$ cat config.mk
export PLATFORM = sky130hd
export DESIGN_NAME = hrs_top
export DESIGN_NICKNAME = d
export VERILOG_FILES = /design/src/inc/hrs_pkg.sv /design/src/hw/hrs_stack_mem.sv /design/src/hw/hrs_top.sv
export VERILOG_INCLUDE_DIRS = /design/src /design/src/inc
export SDC_FILE = /design/constraint.sdc
export NUM_CORES = 1
export LEC_CHECK = 0
export BUFFER_PORTS_ARGS = -buffer_cell sky130_fd_sc_hd__buf_4
export CAP_MARGIN = 20
export CORE_ASPECT_RATIO = 1.25
export CORE_UTILIZATION = 24
export CTS_CLUSTER_SIZE = 14
export DETAILED_ROUTE_END_ITERATION = 8
export GPL_ROUTABILITY_DRIVEN = 0
export GPL_TIMING_DRIVEN = 1
export PLACE_DENSITY = 0.36
export SYNTH_ARGS = -nofsm -noshare
export SYNTH_HDL_FRONTEND = slang
export SYNTH_SLANG_ARGS = --single-unit
$ cat constraint.sdc
create_clock -name pclk -period 4.8 [get_ports pclk]
set_clock_uncertainty 0.15 [all_clocks]
set_input_delay 0.96 -clock pclk [delete_from_list [all_inputs] [get_ports pclk]]
set_output_delay 0.96 -clock pclk [all_outputs]
set_load 0.02 [all_outputs]
$ cat src/inc/hrs_regs.svh
// register offsets, field positions, reset values and sizes of the return stack
`ifndef HRS_REGS_SVH
`define HRS_REGS_SVH

`define HRS_DEPTH              16
`define HRS_WIDTH              15
`define HRS_PTR_W              5
`define HRS_IDX_W              4
`define HRS_ADDR_W             12

`define HRS_PTR_EMPTY          5'h1f
`define HRS_PTR_TOP            5'h0f
`define HRS_PTR_BOTTOM         5'h00

`define HRS_OFF_TOS_LOW        12'h000
`define HRS_OFF_TOS_HIGH       12'h004
`define HRS_OFF_STACK_POINTER  12'h008
`define HRS_OFF_CTRL           12'h00c
`define HRS_OFF_STATUS         12'h010
`define HRS_OFF_MASK           12'h014

`define HRS_CTRL_FAULT_RST_BIT 0
`define HRS_STAT_OVF_BIT       0
`define HRS_STAT_UNF_BIT       1
`define HRS_STAT_W             2

`define HRS_CTRL_RESET         1'h0
`define HRS_STATUS_RESET       2'h0
`define HRS_MASK_RESET         2'h0
`define HRS_ENTRY_RESET        15'h0000

`endif

$ cat src/inc/hrs_pkg.sv
// types shared by the return stack design
`include "hrs_regs.svh"

package hrs_pkg;

    typedef logic [`HRS_PTR_W-1:0] hrs_ptr_t;
    typedef logic [`HRS_IDX_W-1:0] hrs_idx_t;
    typedef logic [`HRS_WIDTH-1:0] hrs_entry_t;

    typedef enum logic [1:0]
    {
        HRS_OP_IDLE,
        HRS_OP_PUSH,
        HRS_OP_POP
    } hrs_op_e;

endpackage

$ cat src/hw/hrs_stack_mem.sv
// sixteen entry flip-flop storage of the return stack, one write and one read port
`include "hrs_regs.svh"

module hrs_stack_mem
(
    input  wire logic              pclk,
    input  wire logic              presetn,
    input  wire logic              we,
    input  wire hrs_pkg::hrs_idx_t widx,
    input  wire hrs_pkg::hrs_entry_t wdata,
    input  wire hrs_pkg::hrs_idx_t ridx,
    output hrs_pkg::hrs_entry_t    rdata
);

    hrs_pkg::hrs_entry_t entry [`HRS_DEPTH];

    // storage lives apart from program and data space
    always_ff @(posedge pclk or negedge presetn)
    begin
        if (!presetn)
        begin
            for (int i = 0; i < `HRS_DEPTH; i++)
            begin
                entry[i] <= `HRS_ENTRY_RESET;
            end
        end
        else if (we)
        begin
            entry[widx] <= wdata;
        end
    end

    assign rdata = entry[ridx];

endmodule

$ cat src/hw/hrs_top.sv
// hardware return stack with core push/pop port and apb register window
//
// What this block does
// - sixteen fifteen-bit entries, own storage space
// - push program counter on calls and vectoring
// - pop return address on any return
// - high latch register never touched
// - reset disabled: stack wraps circularly
// - fault flags set in both modes
// - top entry visible as high/low pair
// - pointer write repositions the top pair
// - pointer five bits, one spare value
// - push increments first, pop reads first
// - pointer marks most recently used entry
// - reset empties stack, pointer 0x1f
// - reset mode, empty: top pair reads zero
// - reset enabled: fault requests device reset
`include "hrs_regs.svh"

module hrs_top
(
    input  wire logic                  pclk,
    input  wire logic                  presetn,
    input  wire logic                  psel,
    input  wire logic                  penable,
    input  wire logic                  pwrite,
    input  wire logic [`HRS_ADDR_W-1:0] paddr,
    input  wire logic [31:0]           pwdata,
    output logic      [31:0]           prdata,
    output logic                       pready,
    output logic                       pslverr,
    input  wire logic                  push_req,
    input  wire hrs_pkg::hrs_entry_t   push_pc,
    input  wire logic                  pop_req,
    output hrs_pkg::hrs_entry_t        pop_pc,
    output logic                       pop_valid,
    output logic                       stack_reset_req,
    output logic                       irq
);

    // next pointer after a core operation, circular form
    function automatic hrs_pkg::hrs_ptr_t step_ptr(input hrs_pkg::hrs_op_e op, input hrs_pkg::hrs_ptr_t p);
        hrs_pkg::hrs_ptr_t r;
        r = p;
        case (op)
            hrs_pkg::HRS_OP_PUSH:
            begin
                if (p == `HRS_PTR_EMPTY)
                    r = `HRS_PTR_BOTTOM;
                else
                    r = {1'b0, p[3:0] + 4'h1};
            end
            hrs_pkg::HRS_OP_POP:
            begin
                if (p == `HRS_PTR_BOTTOM)
                    r = `HRS_PTR_EMPTY;
                else
                    r = {1'b0, p[3:0] - 4'h1};
            end
            default:
            begin
                r = p;
            end
        endcase
        return r;
    endfunction

    // overflow or underflow for this operation at this pointer
    function automatic logic is_fault(input hrs_pkg::hrs_op_e op, input hrs_pkg::hrs_ptr_t p);
        logic f;
        f = 1'b0;
        case (op)
            hrs_pkg::HRS_OP_PUSH:
            begin
                f = (p == `HRS_PTR_TOP) || (p[4] && (p != `HRS_PTR_EMPTY));
            end
            hrs_pkg::HRS_OP_POP:
            begin
                f = p[4];
            end
            default:
            begin
                f = 1'b0;
            end
        endcase
        return f;
    endfunction

    hrs_pkg::hrs_ptr_t             stack_pointer;
    logic                          stack_fault_reset_enable;
    logic [`HRS_STAT_W-1:0]        status;
    logic [`HRS_STAT_W-1:0]        mask;

    hrs_pkg::hrs_op_e              op;
    hrs_pkg::hrs_ptr_t             op_ptr;
    hrs_pkg::hrs_entry_t           top_entry;
    hrs_pkg::hrs_entry_t           tos_view;
    hrs_pkg::hrs_entry_t           merged;
    hrs_pkg::hrs_entry_t           mem_wdata;
    hrs_pkg::hrs_idx_t             mem_widx;
    logic                          mem_we;

    wire core_busy  = push_req | pop_req;
    wire apb_go     = psel & penable & ~pready & ~core_busy;
    wire sw_wr      = apb_go & pwrite;

    wire hit_top_of_stack_low   = paddr == `HRS_OFF_TOS_LOW;
    wire hit_top_of_stack_high   = paddr == `HRS_OFF_TOS_HIGH;
    wire hit_ptr    = paddr == `HRS_OFF_STACK_POINTER;
    wire hit_ctrl   = paddr == `HRS_OFF_CTRL;
    wire hit_stat   = paddr == `HRS_OFF_STATUS;
    wire hit_mask   = paddr == `HRS_OFF_MASK;
    wire addr_ok    = hit_top_of_stack_low | hit_top_of_stack_high | hit_ptr | hit_ctrl | hit_stat | hit_mask;

    // push wins if the core ever asks for both in one cycle
    assign op = push_req ? hrs_pkg::HRS_OP_PUSH :
                pop_req  ? hrs_pkg::HRS_OP_POP  : hrs_pkg::HRS_OP_IDLE;

    wire fault      = is_fault(op, stack_pointer);
    wire push_ovf   = (op == hrs_pkg::HRS_OP_PUSH) & fault;
    wire pop_unf    = (op == hrs_pkg::HRS_OP_POP) & fault;
    wire fault_rst  = fault & stack_fault_reset_enable;

    assign op_ptr = step_ptr(op, stack_pointer);

    // the read port always follows the pointer, so the pair tracks it
    hrs_stack_mem i_hrs_stack_mem
    (
        .pclk    (pclk),
        .presetn (presetn),
        .we      (mem_we),
        .widx    (mem_widx),
        .wdata   (mem_wdata),
        .ridx    (stack_pointer[3:0]),
        .rdata   (top_entry)
    );

    // empty stack in reset mode hides stale contents
    assign tos_view = (stack_fault_reset_enable && stack_pointer == `HRS_PTR_EMPTY) ?
                      `HRS_ENTRY_RESET : top_entry;

    // byte writes keep the other half of the entry
    assign merged = hit_top_of_stack_low ? {top_entry[14:8], pwdata[7:0]} :
                               {pwdata[6:0], top_entry[7:0]};

    // push writes at the already advanced pointer; in circular mode wraps onto the oldest entry
    wire push_wr    = (op == hrs_pkg::HRS_OP_PUSH) & ~fault_rst;
    wire tos_wr     = sw_wr & (hit_top_of_stack_low | hit_top_of_stack_high);

    assign mem_we    = push_wr | tos_wr;
    assign mem_widx  = push_wr ? op_ptr[3:0] : stack_pointer[3:0];
    assign mem_wdata = push_wr ? push_pc : merged;

    wire [`HRS_STAT_W-1:0] stat_set;
    wire [`HRS_STAT_W-1:0] stat_clr;
    wire [`HRS_STAT_W-1:0] next_status;

    assign stat_set[`HRS_STAT_OVF_BIT] = push_ovf;
    assign stat_set[`HRS_STAT_UNF_BIT] = pop_unf;
    assign stat_clr    = (sw_wr & hit_stat) ? pwdata[`HRS_STAT_W-1:0] : `HRS_STATUS_RESET;
    // a fault in the clearing cycle is kept
    assign next_status = (status & ~stat_clr) | stat_set;

    wire [31:0] rd_mux =
        hit_top_of_stack_low ? {24'h000000, tos_view[7:0]} :
        hit_top_of_stack_high ? {25'h0, tos_view[14:8]} :
        hit_ptr  ? {27'h0, stack_pointer} :
        hit_ctrl ? {31'h0, stack_fault_reset_enable} :
        hit_stat ? {30'h0, status} :
        hit_mask ? {30'h0, mask} : 32'h00000000;

    // pointer: fault reset empties it, core moves it, software may place it
    hrs_pkg::hrs_ptr_t next_ptr;
    assign next_ptr = fault_rst               ? `HRS_PTR_EMPTY :
                      (op != hrs_pkg::HRS_OP_IDLE) ? op_ptr :
                      (sw_wr & hit_ptr)       ? pwdata[4:0] : stack_pointer;

    always_ff @(posedge pclk or negedge presetn)
    begin
        if (!presetn)
        begin
            stack_pointer <= `HRS_PTR_EMPTY;
        end
        else
        begin
            stack_pointer <= next_ptr;
        end
    end

    // register writes and reads decoded once, outside the flops
    wire ctrl_wr    = sw_wr & hit_ctrl;
    wire mask_wr    = sw_wr & hit_mask;
    wire rd_take    = apb_go & ~pwrite;
    wire pop_take   = op == hrs_pkg::HRS_OP_POP;
    wire next_irq   = |(next_status & mask);

    // in reset mode a faulting pop hands back zero, as the stack is being reset
    hrs_pkg::hrs_entry_t next_pop_pc;
    assign next_pop_pc = fault_rst ? `HRS_ENTRY_RESET : top_entry;

    always_ff @(posedge pclk or negedge presetn)
    begin
        if (!presetn)
        begin
            stack_fault_reset_enable <= `HRS_CTRL_RESET;
        end
        else if (ctrl_wr)
        begin
            stack_fault_reset_enable <= pwdata[`HRS_CTRL_FAULT_RST_BIT];
        end
    end

    always_ff @(posedge pclk or negedge presetn)
    begin
        if (!presetn)
        begin
            mask <= `HRS_MASK_RESET;
        end
        else if (mask_wr)
        begin
            mask <= pwdata[`HRS_STAT_W-1:0];
        end
    end

    // flags survive the stack reset they trigger; presetn or a one written to status clears them
    always_ff @(posedge pclk or negedge presetn)
    begin
        if (!presetn)
        begin
            status <= `HRS_STATUS_RESET;
        end
        else
        begin
            status <= next_status;
        end
    end

    // irq updates on the same edge as status but stays a clean flop output
    always_ff @(posedge pclk or negedge presetn)
    begin
        if (!presetn)
        begin
            irq <= 1'b0;
        end
        else
        begin
            irq <= next_irq;
        end
    end

    // core answer strobes
    always_ff @(posedge pclk or negedge presetn)
    begin
        if (!presetn)
        begin
            pop_valid       <= 1'b0;
            stack_reset_req <= 1'b0;
        end
        else
        begin
            pop_valid       <= pop_take;
            stack_reset_req <= fault_rst;
        end
    end

    // popped address is read before the pointer moves; held until the next pop
    always_ff @(posedge pclk or negedge presetn)
    begin
        if (!presetn)
        begin
            pop_pc <= `HRS_ENTRY_RESET;
        end
        else if (pop_take)
        begin
            pop_pc <= next_pop_pc;
        end
    end

    // apb: one wait state, stretched while the core owns the stack
    always_ff @(posedge pclk or negedge presetn)
    begin
        if (!presetn)
        begin
            pready  <= 1'b0;
            pslverr <= 1'b0;
        end
        else
        begin
            pready  <= apb_go;
            pslverr <= apb_go & ~addr_ok;
        end
    end

    // read data held until the next read so a slow master still sees it
    always_ff @(posedge pclk or negedge presetn)
    begin
        if (!presetn)
        begin
            prdata <= 32'h00000000;
        end
        else if (rd_take)
        begin
            prdata <= rd_mux;
        end
    end

    // nothing here drives the high latch register
    // a pointer write racing a core push is delayed, not merged

endmodule

== After elaboration in Yosys (flattened, before gate mapping) ==
Index checks and enable logic that the tools add are counted.
Operators by class
  $add $sub $neg: 2
  mux-type cells: 27
  bitwise logic cells: 33
  magnitude comparators: 3
  reduce and logical (&&, ||, !) cells: 10
  equality and inequality tests: 11
Operators by type and width (count)
  240-bit bitwise mux: 1
  15-bit two-way mux: 7
  15-bit binary-select mux with 4-bit select: 1
  15-bit demux with 4-bit select: 1
  5-bit two-way mux: 5
  12-bit by 4-bit equality test with 1-bit output (second input constant): 2
  12-bit by 5-bit equality test with 1-bit output (second input constant): 2
  1-bit AND: 15
  12-bit by 3-bit equality test with 1-bit output (second input constant): 1
  12-bit zero test: 1
  2-bit two-way mux: 6
  5-bit greater-or-equal comparator (second input constant): 2
  4-bit inverter with 5-bit output: 2
  5-bit case mux with 2 select lines: 1
  4-bit two-way mux: 2
  8-bit two-way mux: 1
  7-bit two-way mux: 1
  1-bit OR: 7
  5-bit by 4-bit equality test with 1-bit output (second input constant): 1
  5-bit equality test (second input constant): 1
  5-bit zero test: 1
  5-bit by 1-bit < comparator with 1-bit output (second input constant): 1
  5-bit inequality test (second input constant): 1
  1-bit inverter: 5
  15 further kinds: 18
Storage, ports and cells
  logic and storage cells: 114
  output and inout port bits: 52
  input port bits: 66
  bits in registers: 302

== Depth between registers and ports, before layout ==
Gate-level depths: netlist (run 1).
  word-level depth: 14
  gate-level depth with buffers: 12
  gate-level depth less buffers: 8

== By module ==
Synthesis (run 1) repeated with hierarchy kept, for this count alone.
Second synthesis, totals
  cell total of the unflattened synthesis: 980
  area total of the unflattened synthesis: 13387.8 µm²
By module, submodules not included
  hrs_stack_mem: times used 1, cells an instance 668, area an instance 10761.6 µm², sequential area each 6005.8 µm²
  hrs_top: times used 1, cells an instance 312, area an instance 2626.3 µm², sequential area each 957.2 µm²

== Worst setup path before layout (run 1) ==
No wires, ideal clock.
  path kind: flip-flop to flip-flop
  start: reg stack_pointer[2]
  end: reg i_hrs_stack_mem.entry[109] (netlist bit)
  arrival: 3105 ps
  slack: 1420 ps
  path buffers: 3
  stages on the path, launching flop included: 11
  period minus slack after synthesis: 3380 ps
  cell sequence: dfstp_2 -> buf_4 -> clkbuf_1 -> and3_1 -> ha_1 -> and3b_1 -> o32a_1 -> o41a_1 -> a211o_4 -> buf_6 -> mux2_4
On the way
  word-level cells in the longest chain between the ends: 14
RTL lines
  start: declaration: line hrs_top.sv:89  | hrs_pkg::hrs_ptr_t stack_pointer;
  start signal: assignment: line hrs_top.sv:182  | stack_pointer <= `HRS_PTR_EMPTY;
  start signal: assignment: line hrs_top.sv:186  | stack_pointer <= next_ptr;
  5-bit inequality test (no source line)
  1-bit logical AND: line hrs_top.sv:75  | f = (p == `HRS_PTR_TOP) || (p[4] && (p != `HRS_PTR_EMPTY));
  1-bit logical OR: line hrs_top.sv:75
  1-bit case mux with 2 select lines: line hrs_top.sv:72  | case (op)
  1-bit AND: line hrs_top.sv:122  | wire fault_rst = fault & stack_fault_reset_enable;
  1-bit inverter: line hrs_top.sv:147  | wire push_wr = (op == hrs_pkg::HRS_OP_PUSH) & ~fault_rst;
  1-bit AND: line hrs_top.sv:147
  4-bit two-way mux: line hrs_top.sv:151  | assign mem_widx = push_wr ? op_ptr[3:0] : stack_pointer[3:0];
  4-bit inverter with 5-bit output (not written as such): line hrs_stack_mem.sv:29  | entry[widx] <= wdata;
  5-bit greater-or-equal comparator (not written as such) / 5-bit by 1-bit < comparator with 1-bit output (equally long branches): line hrs_stack_mem.sv:29
  1-bit logical AND (not written as such): line hrs_stack_mem.sv:29
  15-bit two-way mux (not written as such): line hrs_stack_mem.sv:29
  15-bit demux with 4-bit select: line hrs_stack_mem.sv:29
  240-bit bitwise mux: line hrs_stack_mem.sv:29
  end signal: indexed assignment: line hrs_stack_mem.sv:24  | entry[i] <= `HRS_ENTRY_RESET;
  end signal: indexed assignment: line hrs_stack_mem.sv:29
  end: declaration: line hrs_stack_mem.sv:15  | hrs_pkg::hrs_entry_t entry [`HRS_DEPTH];
Parallel ways exist; a longest one is shown, timed or not. The select of a mux whose other input is x is not followed.
A chain may end at the register's enable or synchronous reset.

== Final worst setup path (run 1) ==
  start: reg stack_pointer[0]
  end: reg i_hrs_stack_mem.entry[107] (netlist bit)
Same word-level chain as after synthesis.

==> results of run 1 <==
## routing by layer
layer  share of wire, %  GRT usage (%)
met4                2.8           4.84
met3                4.1           2.11
met5                  0              0
met2                 50           25.4
met1                 43           19.4
## sequential cells by signal (all words and copies together), names as in the netlist
name and cells:
i_hrs_stack_mem.entry 240, irq 1, mask 2, pop_pc 15, pop_valid 1, prdata 8
pready 1, pslverr 1, stack_fault_reset_enable 1, stack_pointer 5, stack_reset_req 1, status 2
## power by group through the flow
stage	Clock, mW	Sequential (mW)	Combinational [mW]
CTS	2.75	3.89	3.42
finish	2.64	3.88	3.34
detailed placement	0	3.92	3.42
floorplan	0	3.82	2.36
global route	2.84	4.03	3.60
global placement	0	3.91	3.38
## cell usage after synthesis, drive strengths merged (3+ instances only)
library cell and count:
a211o 8, a21o 7, a21oi 21, a22o 15, a22oi 31, a31oi 13, and2 4, buf 70
clkbuf 24, dfrtp 273, dfstp 5, ha 4, inv 7, mux2 244, mux2i 12, mux4 61
nand2 45, nand2b 9, nand3 6, nand4 7, nor2 30, nor2b 6, nor3 4, nor4 4
o211ai 4, o21ai 17, o31ai 12, or3 3
## worst max-delay path by stage
stage	from	end	slack, ns	cells after the start
after global routing	stack_pointer[2]	i_hrs_stack_mem.entry[107]	0.76	7
final	stack_pointer[0]	i_hrs_stack_mem.entry[107]	1.02	8
after CTS	stack_pointer[0]	i_hrs_stack_mem.entry[215]	1.03	8
after detailed placement	stack_pointer[0]	i_hrs_stack_mem.entry[215]	1.06	8
after floorplan	stack_pointer[2]	i_hrs_stack_mem.entry[109]	1.42	10
after global placement	stack_pointer[0]	i_hrs_stack_mem.entry[215]	1.07	8
## logic make-up after synthesis
kind of cell / after synthesis / synth area share, %
mux: 317 / 31.4
flops: 278 / 50.6
compound gates: 144 / 8.01
simple gates: 131 / 4.76
buf+inv: 101 / 4.70
fa+ha+maj: 4 / 0.364
xor+xnor: 2 / 0.182
other cells: 1 / 0.0272
## cells in the final DEF, fill, tap and decap left out, drive strengths merged, types with 8 or more instances in the layout
cell type | synthesis | layout
a211o | 8 | 8
a21oi | 21 | 21
a22o | 15 | 15
a22oi | 31 | 31
a31oi | 13 | 13
buf | 70 | 122
clkbuf | 24 | 55
conb | 1 | 24
dfrtp | 273 | 273
inv | 7 | 8
mux2 | 244 | 244
mux2i | 12 | 12
mux4 | 61 | 61
nand2 | 45 | 45
nand2b | 9 | 9
nor2 | 30 | 30
o21ai | 17 | 17
o31ai | 12 | 12
## through the flow
stage / power (mW) / utilization (%) / instances
final: 9.85 / 28.9 / 1831
after global routing: 10.5 / 28.9 / 1831
after CTS: 10.1 / 28.9 / 1831
after detailed placement: 7.34 / 26.9 / 1771
after global placement: 7.30 / 26.9 / 1771
after floorplan: 6.18 / - / 1001
## area by class of cell
class,count,area share [%]
Sequential cell,278,42.8
Multi-Input combinational cell,622,38.3
Clock buffer,55,6.53
Timing Repair Buffer,122,5.98
Tap cell,742,5.70
Clock inverter,5,0.499
Inverter,7,0.161
==> impl_metrics.csv, run 1 <==
group,metric,value,unit
layout,drive_gt1_share,44.9,%
sta,rsz0062_at_grt,"false",
cts,clock_path_buffers,3,
critical_path,slowest_delay,0.68,ns
critical_path,crit_fanout,18,
critical_path,critPathRequiredTime,5.04,ns
critical_path,rrSetupSlack,1.02,ns
power,intPower,6.75,mW
floorplanning,dieArea,0.0583,sq mm
routing,ant_nets,0,
cts,clk_pin_slew,0.06,ns
floorplanning,core_area,0.0563,sq mm
floorplanning,initial_core_util,24.4,%
yosys,synth_seq_area_share,50.6,%
sta,hold_ws,0.288,ns
critical_path,crit_path_end_kind,"flip-flop",
cts,cts_num_sinks,278,
routing,drt-initial-drc-count,429,
layout,register_area,0.00697,sq mm
layout,design_area,0.0163,sq mm
critical_path,path_common_cell,"ha_1",
cts,root_buffer,"clkbuf_16",
floorplanning,die_h,270,um
power,p_leak,7.02,nW
critical_path,rr_worst_depth,8,
yosys,ys.warnings.count,0,
layout,n_fill_cell,5745,
power,p_seq_share,39.4,%
power,peakVddDrop,0.000198,V
sta,min_period,3.78,ns
cts,h-tree-depth,2,
power,p_sw,3.11,mW
cts,clk_latency,0.52,ns
yosys,netlist.area_leader.share,49.6,%
cts,post_cts_resized,0,
routing,drcViolationCount,0,
sta,setup_viol_count_final,0,
placement,dpl.hpwl,27800,um
sta,max_freq,265,MHz
layout,n_antenna_cell,0,
placement,io_buffer_count,69,
critical_path,crit_buf_inv,0,
grt,grt_antenna_before_repair,0,
status,status,"complete, no violations",
critical_path,worstPathCellList,"ha_1, and3_1, ha_1, a21boi_2, a21oi_1, a31oi_1, a211o_4, mux2_2",
grt,grt_pass1_vias,9263,
yosys,synthTopCellsByArea,"dfrtp_1 50%, mux2_2 17%, mux4_2 10%",
cts,cts_setup_buffers,0,
floorplanning,die_width,216,um
routing,wl_per_cell,23.3,um
yosys,synthDistinctLibCells,67,
yosys,synthFlopType,"dfrtp_1",
floorplanning,io_pins,118,
critical_path,regToRegEndpoint,"i_hrs_stack_mem.entry[107]",
power,pwr_density_cell,605,mW/mm^2
critical_path,worstSetupPathType,"reg -> reg",
cts,ctsHoldBuffers,0,
power,p_sw_share,31.5,%
routing,wirelength,42600,um
routing,viasPerCell,4.67,
cts,cts_tree,"done",
yosys,syn_inst,978,
sta,slew_headroom,37.7,%
run,maxCapViolations,0,
critical_path,worstReg2RegStart,"stack_pointer[0]",
routing,num_vias,8556,
critical_path,crit_family,"compound AO/OA/AOI/OAI gates",
critical_path,worst_ep_arrival_time,4.02,ns
yosys,synth_area,0.0138,sq mm
grt,grt_start_max_net_pins,81,
placement,dpl_cell_area,0.0151,sq mm
layout,multi_input_area,0.00624,sq mm
power,clkPwrFrac,26.8,%
sta,finalCritPeriodShare,78.8,%
power,power_frac_comb,33.9,%
grt,grt_pass1_wl,64500,um
sta,fin_ws,1.02,ns
routing,dr.pass1.iters,4,
floorplanning,num_rows,97,
yosys,postSynthAreaPerCell,14.1,sq um
yosys,synth-seq-cells,278,
sta,tns,0,ns
sta,hold_violations,0,
critical_path,crit_path_top_delay_cell,"a21boi_2",
yosys,synth_edf_count,0,
grt,grt-ovfl-total,0,
cts,cts_buffers,34,
layout,syn2layout_area_growth,18.3,%
sta,worst_pin_slew,0.930,ns
layout,finalNetCount,1135,
hold_path,hp-class,"in -> async",
sta,drv_slew,0,
yosys,yosysTopAreaCell,"dfrtp_1",
critical_path,start_kind,"flip-flop",
placement,place_ws,1.06,ns
grt,grtUsageTotal,14.9,%
yosys,ys_async_sr_fraction,100,%
No activity file was read; power rests on OpenSTA's default activity.
==> run 2: changes to the inputs <==
- PLACE_DENSITY: 0.36 -> 0.37
- clock period: 4.8 -> 3.3 ns (I/O delays scaled with it)
==> impl_metrics.csv, run 2 (synthesis gave the netlist of run 1 again) <==
group,metric,value,unit
cts,cts_num_sinks,278,
grt,grt_start_max_net_pins,74,
layout,n_fill_cell,5694,
power,pwr_density_cell,855,mW/mm^2
grt,grt.met1_usage,19.2,%
power,p_leak,7.28,nW
grt,met3_usage,1.52,%
power,peakVddDrop,0.000429,V
critical_path,crit_fanout,8,
grt,grt-busiest-layer,"met2",
hold_path,hp-class,"in -> reg",
routing,drcViolationCount,0,
routing,num_vias,8778,
critical_path,cp-startpoint,"stack_pointer[0]",
layout,drive_gt1_share,47.8,%
cts,clk_pin_slew,0.06,ns
floorplanning,initial_core_util,24.4,%
grt,grt_antenna_before_repair,0,
floorplanning,io_pins,118,
critical_path,regToRegEndpoint,"i_hrs_stack_mem.entry[113]",
sta,min_period,3.27,ns
routing,ant_nets,0,
placement,dpl.hpwl,28400,um
sta,hold_violations,0,
layout,reg.largest.list,"i_hrs_stack_mem.entry (240), pop_pc (15), prdata (8)",
routing,wl_per_cell,23.2,um
layout,finalNetCount,1181,
grt,met2_usage,26.1,%
placement,io_buffer_count,69,
cts,clk_latency,0.57,ns
routing,viasPerCell,4.68,
critical_path,rrSetupSlack,0.03,ns
critical_path,worstSetupPathType,"reg -> reg",
floorplanning,die_width,216,um
layout,largest_register,"i_hrs_stack_mem.entry",
layout,final_util,29.9,%
grt,grt_pass1_wl,64900,um
critical_path,crit_path_end_kind,"flip-flop",
grt,grt-ovfl-total,0,
layout,design_area,0.0169,sq mm
critical_path,start_kind,"flip-flop",
sta,setup_viol_count_final,0,
critical_path,worstReg2RegStart,"stack_pointer[0]",
floorplanning,core_area,0.0563,sq mm
sta,hold_ws,0.215,ns
layout,layout_commonest_cell,"dfrtp_1",
sta,drv_slew,0,
floorplanning,dieArea,0.0583,sq mm
sta,max_freq,306,MHz
cts,clock_path_buffers,3,
floorplanning,die_h,270,um
layout,register_area,0.00697,sq mm
sta,slew_headroom,46.0,%
sta,rsz0062_at_grt,"true",
layout,largest_reg_flops,240,
critical_path,worst_ep_arrival_time,3.57,ns
status,status,"complete, no violations",
grt,grtUsageTotal,15.0,%
layout,syn2layout_area_growth,22.5,%
hold_path,hold_start,"pwdata[4]",
critical_path,rr_worst_depth,8,
critical_path,critPathRequiredTime,3.60,ns
floorplanning,num_rows,97,
sta,worst_pin_slew,0.806,ns
cts,root_buffer,"clkbuf_16",
run,maxCapViolations,0,
layout,final_cell_mix,"273 x dfrtp_1, 203 x mux2_2, 143 x buf_4, 61 x mux4_2, 45 x nand2_1",
placement,placedCellCount,1813,
routing,dr.pass1.iters,4,
layout,multi_input_area,0.00634,sq mm
routing,drt-initial-drc-count,385,
cts,cts_tree,"done",
sta,tns,0,ns
layout,final_cells,1877,
cts,h-tree-depth,1,
critical_path,crit_end,"i_hrs_stack_mem.entry[113]",
placement,dpl_cell_area,0.0156,sq mm
sta,finalCritPeriodShare,99.0,%
routing,wirelength,43500,um
cts,cts_buffers,31,
layout,n_antenna_cell,0,
grt,grt_pass1_vias,9516,
run 2: critical path, stage by stage, from the launching register on:
cell and delay [ns]:
dfstp_4 0.64, buf_8 0.13, clkinvlp_4 0.10, ha_2 0.22
nor2b_1 0.15, o32a_1 0.36, o41a_1 0.57, a211o_4 0.49
mux2_4 0.34
run 2: power breakdown:
group	total, mW	switching (mW)	internal, mW
Clock	3.49	1.43	2.06
Combinational	5.29	2.43	2.85
Sequential	5.63	0.716	4.91
Total	14.4	4.58	9.83
run 2: stage by stage:
stage / setup WS [ns] / power [mW]
floorplan: 0.0455 / 8.98
global placement: -0.0406 / 10.9
finish: 0.0322 / 14.4
detailed placement: -0.0306 / 11.0
global route: -0.0302 / 15.3
CTS: -0.00889 / 14.6
run 2: per-layer routing:
layer  vias up  part of all wire, %
met5         -                    0
met4         0                  2.9
met3        58                  3.1
met2       189                   51
met1      4634                   43
li1       3897                    -
run 2: cell type report:
type	count	area share [%]
Inverter	7	0.178
Tap cell	742	5.51
Timing Repair Buffer	169	9.35
Clock buffer	48	5.45
Multi-Input combinational cell	624	37.6
Clock inverter	9	0.586
Sequential cell	278	41.3
run 2: how the worst min path moves through the flow:
stage,to,slack [ns],depth (start not counted)
6_report,stack_pointer[4],0.22,3
5_1_grt,stack_fault_reset_enable,0.22,2
2_1_floorplan,i_hrs_stack_mem.entry[0],0.21,0
4_1_cts,stack_pointer[4],0.18,3
3_3_place_gp,i_hrs_stack_mem.entry[214],0.31,1
3_5_place_dp,i_hrs_stack_mem.entry[201],0.32,1
run 2: repair_timing:
| item | CTS | global route |
|---|---|---|
| pin swaps | 1 | 5 |
| setup endpoints to repair | 16 | 164 |
| setup buffers | 0 | 3 |
| gates cloned | 1 | 2 |
| hold endpoints to repair | 55 | 0 |
| resized for setup | 1 | 21 |
| hold buffers | 1 | 0 |
==> run 3: changes to the inputs <==
- CTS_BUF_LIST: not set -> sky130_fd_sc_hd__clkbuf_8
==> impl_metrics.csv, run 3 (synthesis gave the netlist of run 1 again) <==
group,metric,value,unit
run,maxCapViolations,0,
layout,largest_register,"i_hrs_stack_mem.entry",
grt,grt_start_max_net_pins,74,
critical_path,crit_end,"i_hrs_stack_mem.entry[60]",
routing,wl_per_cell,22.9,um
cts,cts_buffers,48,
grt,grtUsageTotal,15.2,%
cts,root_buffer,"clkbuf_8",
floorplanning,dieArea,0.0583,sq mm
power,peakVddDrop,0.000279,V
critical_path,crit_fanout,7,
sta,max_freq,309,MHz
floorplanning,die_h,270,um
critical_path,critPathRequiredTime,3.60,ns
layout,final_cell_mix,"273 x dfrtp_1, 200 x mux2_2, 148 x buf_4, 67 x clkbuf_8, 61 x mux4_2",
critical_path,crit_cells,9,
critical_path,regToRegEndpoint,"i_hrs_stack_mem.entry[60]",
critical_path,crit_buf_inv,1,
sta,slew_headroom,46.0,%
critical_path,cp-startpoint,"stack_pointer[0]",
grt,grt-ovfl-total,0,
routing,dr.pass1.iters,4,
sta,fin_ws,0.0586,ns
routing,wirelength,43900,um
sta,min_period,3.24,ns
routing,drcViolationCount,0,
placement,io_buffer_count,69,
cts,cts_num_sinks,278,
critical_path,worstPathCellList,"ha_4, and3_4, ha_4, and3b_1, o32a_1, o41a_4, a21oi_4, clkbuf_16, mux2_4",
cts,clock_path_buffers,3,
routing,num_vias,8833,
floorplanning,num_rows,97,
critical_path,crit_path_top_delay_cell,"dfstp_4",
layout,drive_gt1_share,49.1,%
sta,worst_pin_slew,0.806,ns
routing,ant_nets,0,
sta,finalCritPeriodShare,98.2,%
floorplanning,io_pins,118,
critical_path,path_common_cell,"ha_4",
placement,placedCellCount,1813,
hold_path,hp-class,"in -> reg",
critical_path,worst_ep_arrival_time,3.54,ns
layout,layout_commonest_cell,"dfrtp_1",
layout,final_util,30.2,%
critical_path,worstSetupPathType,"reg -> reg",
critical_path,rrSetupSlack,0.06,ns
placement,dpl.hpwl,28400,um
cts,clk_latency,0.60,ns
critical_path,crit_family,"compound AO/OA/AOI/OAI gates",
sta,setup_viol_count_final,0,
grt,grt_pass1_wl,65700,um
cts,h-tree-depth,2,
layout,syn2layout_area_growth,23.4,%
cts,clk_pin_slew,0.07,ns
routing,viasPerCell,4.62,
power,pwr_density_cell,842,mW/mm^2
layout,reg.largest.list,"i_hrs_stack_mem.entry (240), pop_pc (15), prdata (8)",
critical_path,worstReg2RegStart,"stack_pointer[0]",
critical_path,crit_path_end_kind,"flip-flop",
status,status,"complete, no violations",
floorplanning,die_width,216,um
layout,final_cells,1913,
critical_path,slowest_delay,0.64,ns
layout,largest_reg_flops,240,
grt,grt_pass1_vias,9593,
placement,place_ws,-0.0306,ns
floorplanning,core_area,0.0563,sq mm
cts,cts_tree,"done",
critical_path,start_kind,"flip-flop",
power,p_leak,7.42,nW
sta,hold_violations,0,
critical_path,rr_worst_depth,9,
sta,drv_slew,0,
floorplanning,initial_core_util,24.4,%
routing,drt-initial-drc-count,400,
grt,grt_antenna_before_repair,1,
layout,finalNetCount,1203,
run 3: metrics by stage:
| step | area [sq um] | setup TNS [ns] | total power, mW | hold slack, ns |
|---|---|---|---|---|
| global route | 17000 | -0.00409 | 15.2 | 0.171 |
| detailed placement | 15600 | -0.189 | 11.0 | 0.320 |
| global placement | 15600 | -0.239 | 10.9 | 0.313 |
| finish | 17000 | 0 | 14.3 | 0.179 |
| CTS | 16800 | -0.0482 | 14.5 | 0.130 |
| floorplan | 13900 | 0 | 8.98 | 0.214 |
run 3: metal layers:
metal	vias to the layer above	track usage [%]	share of wire, %
li1	3937	-	-
met1	4647	19.3	43
met2	191	26.3	51
met3	58	2.11	3.9
met4	0	5.23	2.8
met5	-	0	0
run 3: cell type report:
cell class,instances,area (sq um)
fill,5726,39300
sequential,278,6970
multi-input combinational,623,6350
timing repair buffer,175,1660
tap,742,928
clock buffer,67,922
clock inverter,20,113
inverter,7,30.0
antenna,1,2.50
run 3: what timing repair did:
item                                   in CTS  in global routing
pin swaps                                   2                  3
endpoints found under the hold margin      55                  0
buffers inserted                            2                  5
setup endpoints to repair                  26                175
hold buffers                                1                  0
cloned                                      2                  2
resized for setup                           4                 21
run 3: how the worst min path moves through the flow:
stage | startpoint | to | depth (start not counted)
final | pwdata[4] | stack_pointer[4] | 3
after global routing | pwdata[0] | stack_fault_reset_enable | 2
after CTS | pwdata[4] | stack_pointer[4] | 3
after detailed placement | i_hrs_stack_mem.entry[201] | i_hrs_stack_mem.entry[201] | 1
after global placement | i_hrs_stack_mem.entry[214] | i_hrs_stack_mem.entry[214] | 1
after floorplan | presetn | i_hrs_stack_mem.entry[0] | 0
run 3: tightest hold or removal path, cell delays in order:
cell     delay, ns
buf_4         0.13
nand2_1       0.05
a31oi_1       0.09
run 3: power breakdown:
| group | leakage [nW] | internal (mW) | switching (mW) |
|---|---|---|---|
| clock network | 0.589 | 1.87 | 1.48 |
| registers | 3.49 | 4.91 | 0.711 |
| logic | 3.34 | 2.88 | 2.43 |
| total | 7.42 | 9.67 | 4.62 |
